**config.mk**
```make
export PLATFORM = sky130hd
export DESIGN_NAME = rct_top
export DESIGN_NICKNAME = d
export VERILOG_FILES = /design/src/hw/rct_pkg.sv /design/src/hw/rct_delay_tmr.sv /design/src/hw/rct_top.sv
export SDC_FILE = /design/constraint.sdc
export NUM_CORES = 1
export LEC_CHECK = 0
export ABC_AREA = 1
export BUFFER_PORTS_ARGS = -buffer_cell sky130_fd_sc_hd__buf_2
export CORE_ASPECT_RATIO = 0.6
export CORE_UTILIZATION = 50
export CTS_CLUSTER_DIAMETER = 50
export CTS_CLUSTER_SIZE = 30
export DETAILED_ROUTE_END_ITERATION = 10
export PLACE_DENSITY_LB_ADDON = 0.15
export SLEW_MARGIN = 0
export SYNTH_ARGS = -nofsm -noshare
export SYNTH_HDL_FRONTEND = slang
export SYNTH_HIERARCHICAL = 1
export SYNTH_SLANG_ARGS = --single-unit
```
**constraint.sdc**
```tcl
create_clock -name core_clk_i -period 1.7 [get_ports core_clk_i]
set_clock_uncertainty 0.05 [all_clocks]
set_input_delay 0.17 -clock core_clk_i [delete_from_list [all_inputs] [get_ports core_clk_i]]
set_output_delay 0.17 -clock core_clk_i [all_outputs]
set_load 0.02 [all_outputs]
```
**src/hw/rct_pkg.sv**
```systemverilog
// Purpose: Shared constants and types for the reset-cause and time-out block
// Assumes: 100 MHz core clock, one aligned register per plain-port address
// Notes:   Every offset, field position, reset value and cycle count lives here
package rct_pkg;

  // ******************************************************
  // Timing
  // ******************************************************
  localparam int CLK_PERIOD_NS = 10;               // Core clock period
  localparam int POWERUP_TIMER_TIME_MS = 64;                // Power-up timer, nominal
  localparam int POWERUP_TIMER_CYCLES = POWERUP_TIMER_TIME_MS * 1000000 / CLK_PERIOD_NS;
  localparam int OST_OSC_PERIODS = 1024;           // Oscillator start-up count
  localparam int INTERNAL_OSCILLATOR_MODE_TIME_NS = 1000;            // Short internal time-out
  localparam int INTERNAL_OSCILLATOR_MODE_CYCLES =
    (INTERNAL_OSCILLATOR_MODE_TIME_NS + CLK_PERIOD_NS - 1) / CLK_PERIOD_NS;
  localparam int TMR_W = 24;                       // Delay counter width
  localparam int PC_W = 15;                        // Program counter width

  // ******************************************************
  // Register offsets
  // ******************************************************
  localparam int ADDR_W = 3;
  localparam logic [2:0] OFS_PWR_CTRL = 3'h0;      // Power-control flags
  localparam logic [2:0] OFS_CORE_STAT = 3'h1;     // Time-out / power-down
  localparam logic [2:0] OFS_IRQ_STAT = 3'h2;      // Sticky event bits
  localparam logic [2:0] OFS_IRQ_MASK = 3'h3;      // Event mask

  // ******************************************************
  // Field positions
  // ******************************************************
  localparam int PCB_STK_OVER = 7;
  localparam int PCB_STK_UNDER = 6;
  localparam int PCB_PIN = 3;
  localparam int PCB_SWRST = 2;
  localparam int PCB_POR = 1;
  localparam int PCB_BOR = 0;
  localparam int STB_TIMEOUT = 4;
  localparam int STB_POWERDOWN = 3;
  localparam int IRQ_W = 6;
  localparam int IRB_READY = 0;                    // Start-up finished
  localparam int IRB_STACK = 1;                    // Stack fault seen
  localparam int IRB_PIN = 2;                      // Pin reset
  localparam int IRB_SWRST = 3;                    // Reset instruction
  localparam int IRB_WDT = 4;                      // Watchdog reset or wake
  localparam int IRB_BOR = 5;                      // Brown-out reset

  // ******************************************************
  // Reset values and vectors
  // ******************************************************
  localparam logic [7:0] POWER_CONTROL_REG_POR_VAL = 8'h0C;     // 00 110x, x taken as 0
  localparam logic [7:0] POWER_CONTROL_REG_WR_MASK = 8'hCF;     // Bits 5:4 unimplemented
  localparam logic [2:0] SYNC_RST_VAL = 3'h3;      // Power sources held
  localparam logic [PC_W-1:0] PC_RESET_VEC = 15'h0000;
  localparam logic [PC_W-1:0] PC_IRQ_VEC = 15'h0004;

  // ******************************************************
  // Enumerations
  // ******************************************************
  typedef enum logic [2:0] {
    OSC_CRYSTAL_MODE_LOW = 3'b000,
    OSC_CRYSTAL_MODE_MID = 3'b001,
    OSC_CRYSTAL_MODE_HIGH = 3'b010,
    OSC_RC_MODE = 3'b011,
    OSC_EXTERNAL_CLOCK_MODE = 3'b100,
    OSC_INTERNAL_OSCILLATOR_MODE = 3'b101
  } rct_osc_e;

  typedef enum logic [2:0] {
    ST_HOLD = 3'b000,                              // Power source active
    ST_POWERUP_TIMER = 3'b001,                              // Power-up timer
    ST_OST = 3'b010,                               // Oscillator start-up
    ST_SHORT = 3'b011,                             // Short internal time-out
    ST_PIN = 3'b100,                               // Wait for pin release
    ST_RUN = 3'b101,                               // Core executing
    ST_WAKE = 3'b110                               // Wake-up time-out
  } rct_seq_e;

endpackage : rct_pkg

```
**src/hw/rct_delay_tmr.sv**
```systemverilog
// Purpose: Loadable down-counter giving a one-cycle done pulse
// Assumes: Count loaded is at least one; a new load restarts the count
// Notes:   Clock enable low freezes the count
`timescale 1ns/100ps
`default_nettype none
module rct_delay_tmr
  import rct_pkg::*;
#(
  parameter int W = TMR_W
) (
  // Clock and reset
  input wire logic core_clk_i,
  input wire logic rst_n_i,
  input wire logic clk_en_i,
  // Control
  input wire logic load_i,
  input wire logic [W-1:0] count_i,
  // Status
  output logic done_o
);

  // ******************************************************
  // State
  // ******************************************************
  typedef struct packed {
    logic [W-1:0] cnt;                             // Cycles remaining
    logic busy;                                    // Counting
    logic done;                                    // Expiry pulse
  } rct_tmr_s;

  rct_tmr_s tmr_ff;
  rct_tmr_s nxt_tmr;

  // Next-state logic
  always_comb begin
    nxt_tmr = tmr_ff;
    nxt_tmr.done = 1'b0;
    if (load_i) begin
      // Restart on every load
      nxt_tmr.cnt = count_i;
      nxt_tmr.busy = 1'b1;
    end else if (tmr_ff.busy) begin
      nxt_tmr.cnt = tmr_ff.cnt - 1'b1;
      if (tmr_ff.cnt <= W'(1)) begin
        // Last cycle of the delay
        nxt_tmr.busy = 1'b0;
        nxt_tmr.done = 1'b1;
      end
    end
  end

  // State register
  always_ff @(posedge core_clk_i or negedge rst_n_i) begin
    if (!rst_n_i) begin
      tmr_ff <= '0;
    end else if (clk_en_i) begin
      tmr_ff <= nxt_tmr;
    end
  end

  assign done_o = tmr_ff.done;

endmodule : rct_delay_tmr
`default_nettype wire

```
**src/hw/rct_top.sv**
```systemverilog
// Purpose: Reset-cause recording and power-up time-out sequencing
// Assumes: Power, brown-out and pin requests are asynchronous levels
// Notes:   Core reset, flags and program counter load come from flip-flops
`timescale 1ns/100ps
`default_nettype none
// Notes on behaviour
// - Reset instruction resets, clears its flag
// - Stack fault with enable: flag and reset in the same cycle
// - Stack fault without enable: flag only
// - Stack flags stay until software, power-on or brown-out
// - Power-up timer after power release, then oscillator
// - External clock, timer disabled: no time-out
// - Time-outs ignore pin; late pin starts immediately
// - Time-out lengths chosen by oscillator mode
// - Pin reset clears its flag
// - Power-on clears power-on bit; software re-arms
// - Brown-out clears its bit; software re-arms
// - Flag loads per reset type
// - Resets load 0000h; wakes continue, vector 0004h
// - Time-out and power-down bits per event
// - Power-control bits 5 and 4 read zero
module rct_top
  import rct_pkg::*;
#(
  parameter int POWERUP_TIMER_CYC = POWERUP_TIMER_CYCLES,            // Power-up timer cycles
  parameter int CLK_PER_OSC = 1,                   // Core clocks per osc period
  parameter int OST_CYC = OST_OSC_PERIODS * CLK_PER_OSC
) (
  // Clock, reset, enable
  input wire logic core_clk_i,
  input wire logic rst_n_i,
  input wire logic clk_en_i,
  // Asynchronous reset sources
  input wire logic power_on_req_i,
  input wire logic brown_out_reset_i,
  input wire logic master_clear_pin_n_i,
  // Core events
  input wire logic sw_reset_instr_i,
  input wire logic stack_over_i,
  input wire logic stack_under_i,
  input wire logic wdt_timeout_i,
  input wire logic wake_irq_i,
  input wire logic sleep_i,
  input wire logic global_irq_enable_i,
  input wire logic instr_done_i,
  input wire logic [PC_W-1:0] pc_i,
  // Configuration
  input wire logic stack_fault_reset_enable_i,
  input wire logic powerup_timer_disable_i,
  input wire logic [2:0] osc_mode_i,
  // Register port
  input wire logic [ADDR_W-1:0] reg_addr_i,
  input wire logic [7:0] reg_wdata_i,
  input wire logic reg_wr_i,
  input wire logic reg_rd_i,
  output logic [7:0] reg_rdata_o,
  // Core control
  output logic core_reset_o,
  output logic wake_stall_o,
  output logic pc_load_o,
  output logic [PC_W-1:0] pc_value_o,
  output logic irq_o
);

  // ******************************************************
  // State
  // ******************************************************
  typedef struct packed {
    logic [2:0] sync1;                             // First sync stage
    logic [2:0] sync2;                             // Second sync stage
    rct_seq_e seq;                                 // Sequencer state
    logic [7:0] pwr;                               // Power-control flags
    logic to;                                      // Time-out status
    logic pd;                                      // Power-down status
    logic [IRQ_W-1:0] irq_st;                      // Sticky events
    logic [IRQ_W-1:0] irq_mask;                    // Event mask
    logic irq;                                     // Interrupt level
    logic [7:0] rd;                                // Read data
    logic core_rst;                                // Core held in reset
    logic stall;                                   // Wake time-out running
    logic pc_load;                                 // PC load pulse
    logic [PC_W-1:0] pc_val;                       // PC load value
    logic wake_gie;                                // Wake will vector
    logic vec_pend;                                // Vector after next instr
    logic tmr_load;                                // Timer start pulse
    logic [TMR_W-1:0] tmr_cnt;                     // Timer load value
  } rct_state_s;

  rct_state_s st_ff;
  rct_state_s nxt_st;
  logic tmr_done;                                  // Delay expired pulse
  logic por_s;                                     // Synced power-on
  logic bor_s;                                     // Synced brown-out
  logic pin_n_s;                                   // Synced pin, low active

  assign por_s = st_ff.sync2[0];
  assign bor_s = st_ff.sync2[1];
  assign pin_n_s = st_ff.sync2[2];

  // ******************************************************
  // Helpers
  // ******************************************************
  // Crystal modes need oscillator start-up
  function automatic logic is_xtal(input logic [2:0] m);
    is_xtal = (m == OSC_CRYSTAL_MODE_LOW) || (m == OSC_CRYSTAL_MODE_MID) ||
              (m == OSC_CRYSTAL_MODE_HIGH);
  endfunction : is_xtal

  // Next step of the power-up chain
  function automatic rct_seq_e step_after(input logic from_hold,
                                          input logic [2:0] m,
                                          input logic dis);
    if (from_hold && !dis) begin
      step_after = ST_POWERUP_TIMER;
    end else if (is_xtal(m)) begin
      step_after = ST_OST;
    end else if (from_hold && m == OSC_INTERNAL_OSCILLATOR_MODE) begin
      step_after = ST_SHORT;
    end else begin
      step_after = ST_PIN;
    end
  endfunction : step_after

  // Timer length for a timed step
  function automatic logic [TMR_W-1:0] step_len(input rct_seq_e s);
    case (s)
      ST_POWERUP_TIMER: step_len = TMR_W'(POWERUP_TIMER_CYC);
      ST_OST: step_len = TMR_W'(OST_CYC);
      default: step_len = TMR_W'(INTERNAL_OSCILLATOR_MODE_CYCLES);
    endcase
  endfunction : step_len

  // ******************************************************
  // Delay timer
  // ******************************************************
  rct_delay_tmr #(
    .W(TMR_W)
  ) u_tmr (
    .core_clk_i(core_clk_i),
    .rst_n_i(rst_n_i),
    .clk_en_i(clk_en_i),
    .load_i(st_ff.tmr_load),
    .count_i(st_ff.tmr_cnt),
    .done_o(tmr_done)
  );

  // ******************************************************
  // Next-state logic
  // ******************************************************
  always_comb begin
    logic [IRQ_W-1:0] ev;
    logic do_rst;
    logic do_wake;
    rct_seq_e nxt_step;
    ev = '0;
    do_rst = 1'b0;
    do_wake = 1'b0;
    nxt_step = ST_PIN;
    nxt_st = st_ff;
    nxt_st.sync1 = {master_clear_pin_n_i, brown_out_reset_i, power_on_req_i};
    nxt_st.sync2 = st_ff.sync1;
    nxt_st.pc_load = 1'b0;
    nxt_st.tmr_load = 1'b0;
    nxt_st.rd = '0;
    // Software writes, hardware below overrides
    if (reg_wr_i && reg_addr_i == OFS_PWR_CTRL) begin
      nxt_st.pwr = reg_wdata_i & POWER_CONTROL_REG_WR_MASK;
    end
    if (reg_wr_i && reg_addr_i == OFS_IRQ_MASK) begin
      nxt_st.irq_mask = reg_wdata_i[IRQ_W-1:0];
    end
    // Stack faults flag in every state unless power-on or brown-out overrides
    if (stack_over_i) begin
      nxt_st.pwr[PCB_STK_OVER] = 1'b1;
      ev[IRB_STACK] = 1'b1;
    end
    if (stack_under_i) begin
      nxt_st.pwr[PCB_STK_UNDER] = 1'b1;
      ev[IRB_STACK] = 1'b1;
    end
    if (por_s) begin
      // Power-on: full flag load
      nxt_st.pwr = POWER_CONTROL_REG_POR_VAL;
      nxt_st.to = 1'b1;
      nxt_st.pd = 1'b1;
      nxt_st.seq = ST_HOLD;
      nxt_st.core_rst = 1'b1;
      nxt_st.stall = 1'b0;
      nxt_st.vec_pend = 1'b0;
    end else if (bor_s) begin
      // Brown-out: power-on bit kept
      nxt_st.pwr = {4'h0, 2'b11, st_ff.pwr[PCB_POR], 1'b0};
      nxt_st.to = 1'b1;
      nxt_st.pd = 1'b1;
      nxt_st.seq = ST_HOLD;
      nxt_st.core_rst = 1'b1;
      nxt_st.stall = 1'b0;
      nxt_st.vec_pend = 1'b0;
      ev[IRB_BOR] = (st_ff.seq != ST_HOLD);
    end else begin
      case (st_ff.seq)
        // Power release starts the chain
        ST_HOLD: begin
          nxt_step = step_after(1'b1, osc_mode_i,
                                powerup_timer_disable_i);
          nxt_st.seq = nxt_step;
          nxt_st.tmr_load = (nxt_step != ST_PIN);
          nxt_st.tmr_cnt = step_len(nxt_step);
        end
        // Power-up timer, pin ignored
        ST_POWERUP_TIMER: begin
          if (tmr_done && !st_ff.tmr_load) begin // Skip stale pulse
            nxt_step = step_after(1'b0, osc_mode_i, 1'b0);
            nxt_st.seq = nxt_step;
            nxt_st.tmr_load = (nxt_step != ST_PIN);
            nxt_st.tmr_cnt = step_len(nxt_step);
          end
        end
        // Final time-outs
        ST_OST, ST_SHORT: begin
          if (tmr_done && !st_ff.tmr_load) begin
            nxt_st.seq = ST_PIN;
          end
        end
        // Release once pin is high
        ST_PIN: begin
          if (pin_n_s) begin
            nxt_st.seq = ST_RUN;
            nxt_st.core_rst = 1'b0;
            nxt_st.pc_load = 1'b1;
            nxt_st.pc_val = PC_RESET_VEC;
            ev[IRB_READY] = 1'b1;
          end
        end
        // Running or asleep
        ST_RUN: begin
          if (!pin_n_s) begin
            nxt_st.pwr[PCB_PIN] = 1'b0;
            ev[IRB_PIN] = 1'b1;
            if (sleep_i) begin
              nxt_st.to = 1'b1;
              nxt_st.pd = 1'b0;
            end
            do_rst = 1'b1;
          end else if (wdt_timeout_i) begin
            ev[IRB_WDT] = 1'b1;
            nxt_st.to = 1'b0;
            if (sleep_i) begin
              nxt_st.pd = 1'b0;
              nxt_st.wake_gie = 1'b0;
              do_wake = 1'b1;
            end else begin
              do_rst = 1'b1;
            end
          end else if (sw_reset_instr_i) begin
            nxt_st.pwr[PCB_SWRST] = 1'b0;
            ev[IRB_SWRST] = 1'b1;
            do_rst = 1'b1;
          end else if ((stack_over_i || stack_under_i) &&
                       stack_fault_reset_enable_i) begin
            do_rst = 1'b1;
          end else if (wake_irq_i && sleep_i) begin
            nxt_st.to = 1'b1;
            nxt_st.pd = 1'b0;
            nxt_st.wake_gie = global_irq_enable_i;
            do_wake = 1'b1;
          end else if (st_ff.vec_pend && instr_done_i) begin
            // Vector after the instruction past sleep
            nxt_st.vec_pend = 1'b0;
            nxt_st.pc_load = 1'b1;
            nxt_st.pc_val = PC_IRQ_VEC;
          end
          if (do_rst) begin
            nxt_st.seq = ST_PIN;
            nxt_st.core_rst = 1'b1;
            nxt_st.vec_pend = 1'b0;
          end else if (do_wake) begin
            if (is_xtal(osc_mode_i) ||
                osc_mode_i == OSC_INTERNAL_OSCILLATOR_MODE) begin
              nxt_st.seq = ST_WAKE;
              nxt_st.stall = 1'b1;
              nxt_st.tmr_load = 1'b1;
              nxt_st.tmr_cnt = is_xtal(osc_mode_i) ? step_len(ST_OST) :
                               step_len(ST_SHORT);
            end else begin
              nxt_st.pc_load = 1'b1;
              nxt_st.pc_val = pc_i + 1'b1;
              nxt_st.vec_pend = nxt_st.wake_gie;
            end
          end
        end
        // Wake time-out, then continue
        ST_WAKE: begin
          if (tmr_done && !st_ff.tmr_load) begin
            nxt_st.seq = ST_RUN;
            nxt_st.stall = 1'b0;
            nxt_st.pc_load = 1'b1;
            nxt_st.pc_val = pc_i + 1'b1;
            nxt_st.vec_pend = st_ff.wake_gie;
          end
        end
        default: begin
          nxt_st.seq = ST_HOLD;
          nxt_st.core_rst = 1'b1;
        end
      endcase
    end
    // Sticky events, set wins over clear
    if (reg_wr_i && reg_addr_i == OFS_IRQ_STAT) begin
      nxt_st.irq_st = st_ff.irq_st & ~reg_wdata_i[IRQ_W-1:0];
    end
    nxt_st.irq_st = nxt_st.irq_st | ev;
    nxt_st.irq = |(nxt_st.irq_st & nxt_st.irq_mask);
    // Read data for the following cycle
    if (reg_rd_i) begin
      case (reg_addr_i)
        OFS_PWR_CTRL: nxt_st.rd = st_ff.pwr & POWER_CONTROL_REG_WR_MASK;
        OFS_CORE_STAT: begin
          nxt_st.rd[STB_TIMEOUT] = st_ff.to;
          nxt_st.rd[STB_POWERDOWN] = st_ff.pd;
        end
        OFS_IRQ_STAT: nxt_st.rd[IRQ_W-1:0] = st_ff.irq_st;
        OFS_IRQ_MASK: nxt_st.rd[IRQ_W-1:0] = st_ff.irq_mask;
        default: nxt_st.rd = '0;
      endcase
    end
  end

  // State register, power-on values at reset
  always_ff @(posedge core_clk_i or negedge rst_n_i) begin
    if (!rst_n_i) begin
      st_ff <= '0;
      st_ff.sync1 <= SYNC_RST_VAL;
      st_ff.sync2 <= SYNC_RST_VAL;
      st_ff.seq <= ST_HOLD;
      st_ff.pwr <= POWER_CONTROL_REG_POR_VAL;
      st_ff.to <= 1'b1;
      st_ff.pd <= 1'b1;
      st_ff.core_rst <= 1'b1;
    end else if (clk_en_i) begin
      st_ff <= nxt_st;
    end
  end

  // ******************************************************
  // Outputs
  // ******************************************************
  assign reg_rdata_o = st_ff.rd;
  assign core_reset_o = st_ff.core_rst;
  assign wake_stall_o = st_ff.stall;
  assign pc_load_o = st_ff.pc_load;
  assign pc_value_o = st_ff.pc_val;
  assign irq_o = st_ff.irq;

  // ******************************************************
  // Assertions
  // ******************************************************
  logic quiet_run;                                 // Running, no other cause
  assign quiet_run = clk_en_i && st_ff.seq == ST_RUN && pin_n_s && !por_s &&
                     !bor_s && !wdt_timeout_i;
endmodule : rct_top
`default_nettype wire

```
* After elaboration in Yosys (flattened, before gate mapping)
Index checks and enable logic that the tools add are counted.
Storage, ports and cells: flip-flop bits (word level) 109, word-level logic and storage cells 245
Cells by class: add/sub/neg operators 2, order comparisons 1, equality and inequality tests 40, multiplexer cells 128, bitwise gates (word level) 6, reduce and logical (&&, ||, !) cells 43
Operators by type and width (count):
- 2-to-1 mux 25 bit | 6
- one-hot mux 23 bit (2 select lines) | 2
- 2-to-1 mux 17 bit | 5
- 2-to-1 mux 16 bit | 5
- one-hot mux 25 bit (3 select lines) | 1
- 2-to-1 mux 3 bit | 21
- 2-to-1 mux 18 bit | 3
- 2-to-1 mux 26 bit | 2
- 2-to-1 mux 1 bit | 51
- one-hot mux 16 bit (3 select lines) | 1
- 2-to-1 mux 2 bit | 16
- inequality test 4 bit (second input constant) | 8
- <= comparator 24 x 1 -> 1 bit (second input constant) | 1
- subtractor 24 x 1 -> 24 bit (second input constant) | 1
- == test 3 x 2 -> 1 bit (second input constant) | 7
- inequality test 5 bit (second input constant) | 4
- one-hot mux 3 bit (6 select lines) | 1
- AND reduction 6 bit | 3
- 2-to-1 mux 8 bit | 2
- nonzero test 4 bit | 4
- adder 15 x 1 -> 15 bit (second input constant) | 1
- == test 3 x 1 -> 1 bit (second input constant) | 5
- nonzero test 3 bit | 5
- inequality test 2 bit (second input constant) | 7
- other kinds (30) | 58

* Logic depth before layout (Yosys ltp)
word-level depth 14, mapped depth 10

* Hierarchy
The synthesis kept the hierarchy.
By module, submodules not included:
- rct_top | instances 1, cells each 524, area an instance 3841.2 um^2, seq. area each 1562.7 um^2
- rct_delay_tmr | instances 1, cells each 280, area an instance 1885.6 um^2, seq. area each 650.6 um^2

* Worst setup path before layout
Ideal clock, no wire load.
path kind register to register, start reg st_ff[78] (netlist name), end reg st_ff, in the netlist pc_value_o[3], library setup time 0.123 ns, data arrival time 1.284 ns, setup slack 0.243 ns, stages on the path, launching flop included 11, buffers on the path 2, clock period less this slack 1.457 ns, path through dfrtp_1 -> buf_4 -> inv_2 -> nor2_4 -> inv_2 -> o21ai_2 -> nor2_4 -> nand2_4 -> buf_6 -> nand2_1 -> o21ai_1
On the way: longest elaborated chain between the ends 3, elaborated cells on any way between the ends 8, those cells by class eq/ne (5); mux (1); reduce/logical (2)
RTL lines:
- start: declaration | line rct_top.sv:89 | rct_state_s st_ff;
- start signal: assignment | line rct_top.sv:341 | st_ff <= nxt_st;
- == test 3 bit | line rct_top.sv:201 | case (st_ff.seq)
- inequality test 2 bit (no line) or nonzero test 3 bit (tied branches)
- AND reduction 6 bit (no line)
Several ways; a longest one is shown, not always the timed one. A chain may end at the register's enable or synchronous reset.

* Worst setup path after layout
start reg st_ff, in the netlist por_s, end reg st_ff[66] (netlist name)
On the way: longest elaborated chain between the ends 2, elaborated cells on any way between the ends 8, those cells by class eq/ne (4); mux (1); reduce/logical (3)
RTL lines:
- inequality test 5 x 4 -> 1 bit (no line), or another cell as far along
- AND reduction 7 bit (no line)
Several ways; a longest one is shown, not always the timed one.

==> reports/results.txt <==
Status: finished clean
Initial DRC count: 531
GRT Residual Overflow: 0
Buf/Inv on CP: 1
Clock sinks: 88
Die X-Extent: 140 um
Seq/Total Area, Yosys: 38.6%
Initial antenna violation count: 0
Syn Inst Count: 804
Startpoint Class: flip-flop
FF-to-FF Start: por_s
Share of the synthesized area in the top cell type: 34.5%
Place WS: 0.0317 ns
Largest net degree at the start of global routing: 36
Clock-pin slew on the worst setup and hold paths: 0.06 ns
Worst Path Max Fanout: 8
Router iterations before antenna repair: 5
CP required: 1.91 ns
CTS tree: built
DIE AREA: 11900 um^2
Worst hold path depth: 2
Setup crit start: por_s
Initial Util: 52.8%
Yosys warns: 6
Multi-input gate area: 2990 um^2
Layout fillers: 969
Synth-to-Final Area Change: 17.5%
Maxcap violations: 0
Register Area: 2220 um^2
Family with the most delay on the worst path: flip-flops
Peak supply drop: 0.000775 V
Final setup margin: 0.0542 ns
Cell mode on critical path: o21ai_0
Setup_tns: 0 ns
CTS H-tree depth: 3
Clock Latency Late Sink: 0.35 ns
Standard-cell rows: 29
Final Setup Violations: 0
Largest area contributor in the netlist: dfrtp_1
Core area: 10800 um^2
Port bufs: 73
Slowest Stage Delay on Critical Path: 0.56 ns
FMAX: 608 MHz
RR Endpoint: st_ff[66]
Final min period: 1.65 ns
Cts bufs inserted: 9
Asr flop ratio synth: 100%
Via count of the first global-routing pass: 5195
Top post-synthesis cells by area: dfrtp_1, nand2_1, nand3_1
Global-route usage over all layers: 27.5%
Slowest cell on crit path: dfstp_2
Crit end category: flip-flop
Post-synthesis sequential element count: 88
Worst setup path endpoint: st_ff[66]
GPL Wtd Cong: 0.969
Most common cell in the netlist: nand2_1
Period utilization: 96.8%
Net count, final: 942
Final Slew Violations: 0
Mean Syn Cell Area: 7.12 um^2
Post-DP HPWL: 11600 um
Chip Height: 84.9 um
Drt drc: 0
Routed Antenna Nets: 0
CP arrival: 1.85 ns
FF-to-FF setup slack: 0.05 ns
Clk buf depth: 2
Via count: 5694
P_leak: 3.31 nW
First-pass GRT wire length: 25400 um
Hold_ws: 0.00585 ns
Worst path cell trace: nor2_4 > inv_2 > nor2_1 > a21oi_1 > nand4_1 > o21ai_0 > o21ai_0
Worst path depth: 7
Fraction of layout cells with a size suffix above 1: 21.6%
RSZ-0062 raised after global routing: yes
R2R depth: 7
Final Core Density: 62.0%
Setup CP Type: flip-flop to flip-flop
Number of flops mapped to enable cells by yosys: 0
Antenna cells: 0
Main synth FF type: dfrtp_1
Hold Path Class: input port to flip-flop
Synthesized area: 5730 um^2
Per-cell routed wire length: 15.2 um
Via-to-Cell Ratio: 5.50
IO Pins: 74
Commonest cells post-synth: nand2_1, inv_1, dfrtp_1, nor2_1, nand3_1
WL final: 15800 um
Final hold vios: 0
Clock Root Buffer: clkbuf_16
Power per Cell Area: 1260 nW/um^2
Unique masters post-synth: 46
-- layout make-up --
class	instances	area share, %
Clock buffer	12	3.66
Clock inverter	4	1.04
Inverter	96	5.39
Multi-Input combinational cell	591	44.4
Sequential cell	88	32.9
Tap cell	139	2.58
Timing Repair Buffer	106	10.0
-- state kept, by name, indices dropped and copies added, names as in the netlist --
name,flops
nxt_st,3
bor_s,1
pin_n_s,1
pc_value_o,15
core_reset_o,1
irq_o,1
u_tmr/tmr_ff,25
wake_stall_o,1
u_tmr/done_o,1
st_ff,29
por_s,1
pc_load_o,1
reg_rdata_o,8
-- timing repair --
| item | in CTS | in global routing |
|---|---|---|
| cloned | 0 | 1 |
| setup buffers | 0 | 2 |
| resized for setup | 2 | 18 |
| pin swaps | 0 | 3 |
| endpoints found under the hold margin | 24 | 0 |
| setup endpoints to repair | 2 | 24 |
| hold buffers | 4 | 0 |
-- cells in the final DEF, fill, tap and decap left out, types with 19 or more instances in the layout --
| master | Yosys | final |
|---|---|---|
| a21oi_1 | 43 | 43 |
| buf_2 | 8 | 72 |
| buf_4 | 26 | 26 |
| dfrtp_1 | 79 | 77 |
| inv_1 | 83 | 83 |
| nand2_1 | 203 | 202 |
| nand3_1 | 64 | 64 |
| nand4_1 | 21 | 21 |
| nor2_1 | 75 | 72 |
| o21ai_0 | 52 | 49 |
| o21ai_1 | 17 | 19 |
-- logic make-up (layout without fill, tap and decap cells) --
family / count (synthesis) / after routing / share of synthesized area [%]
buf+inv: 139 / 218 / 11.3
flops: 88 / 88 / 38.6
compound gates: 153 / 153 / 15.3
other cells: 1 / 14 / 0.0655
fa+ha+maj: 3 / 3 / 0.656
xor+xnor: 6 / 6 / 0.918
simple gates: 414 / 415 / 33.1
-- worst min-delay path by stage --
| stage | from | end | slack [ns] |
|---|---|---|---|
| finish | pc_i[0] | pc_value_o[0] | 0.006 |
| global route | pc_i[0] | pc_value_o[0] | 0.004 |
| CTS | pc_i[0] | pc_value_o[0] | 0.001 |
| detailed placement | rst_n_i | reg_rdata_o[6] | 0.1 |
| global placement | rst_n_i | reg_rdata_o[7] | 0.1 |
| floorplan | rst_n_i | irq_o | -0.18 |
-- metal layers --
| layer | global-route usage [%] | part of all wire [%] | routed length [um] |
|---|---|---|---|
| met5 | 0 | 0 | 0 |
| met4 | 6.29 | 1.5 | 229 |
| met3 | 7.56 | 10 | 1600 |
| met2 | 38.8 | 41 | 6440 |
| met1 | 41.3 | 48 | 7500 |
-- per-stage QoR --
step / area (um^2) / total power (W) / cells
5_1_grt: 6730 / 0.00908 / 1036
3_5_place_dp: 6270 / 0.00623 / 1013
4_1_cts: 6630 / 0.00840 / 1033
3_3_place_gp: 6270 / 0.00609 / 1013
6_report: 6730 / 0.00850 / 1036
2_1_floorplan: 5780 / 0.00528 / 817
-- worst register-to-register path: cells and delay by family (launching register included) --
family / cells / cell delay, ns
compound gates: 3 / 0.44
buf+inv: 1 / 0.18
flops: 1 / 0.56
simple gates: 3 / 0.34
-- power by group --
part | total (W) | internal (W) | switching, W
Combinational | 0.00318 | 0.00114 | 0.00204
Sequential | 0.00320 | 0.00264 | 0.000558
Clock | 0.00212 | 0.00132 | 0.000794
Note: power is estimated with default switching activity, not from simulation.
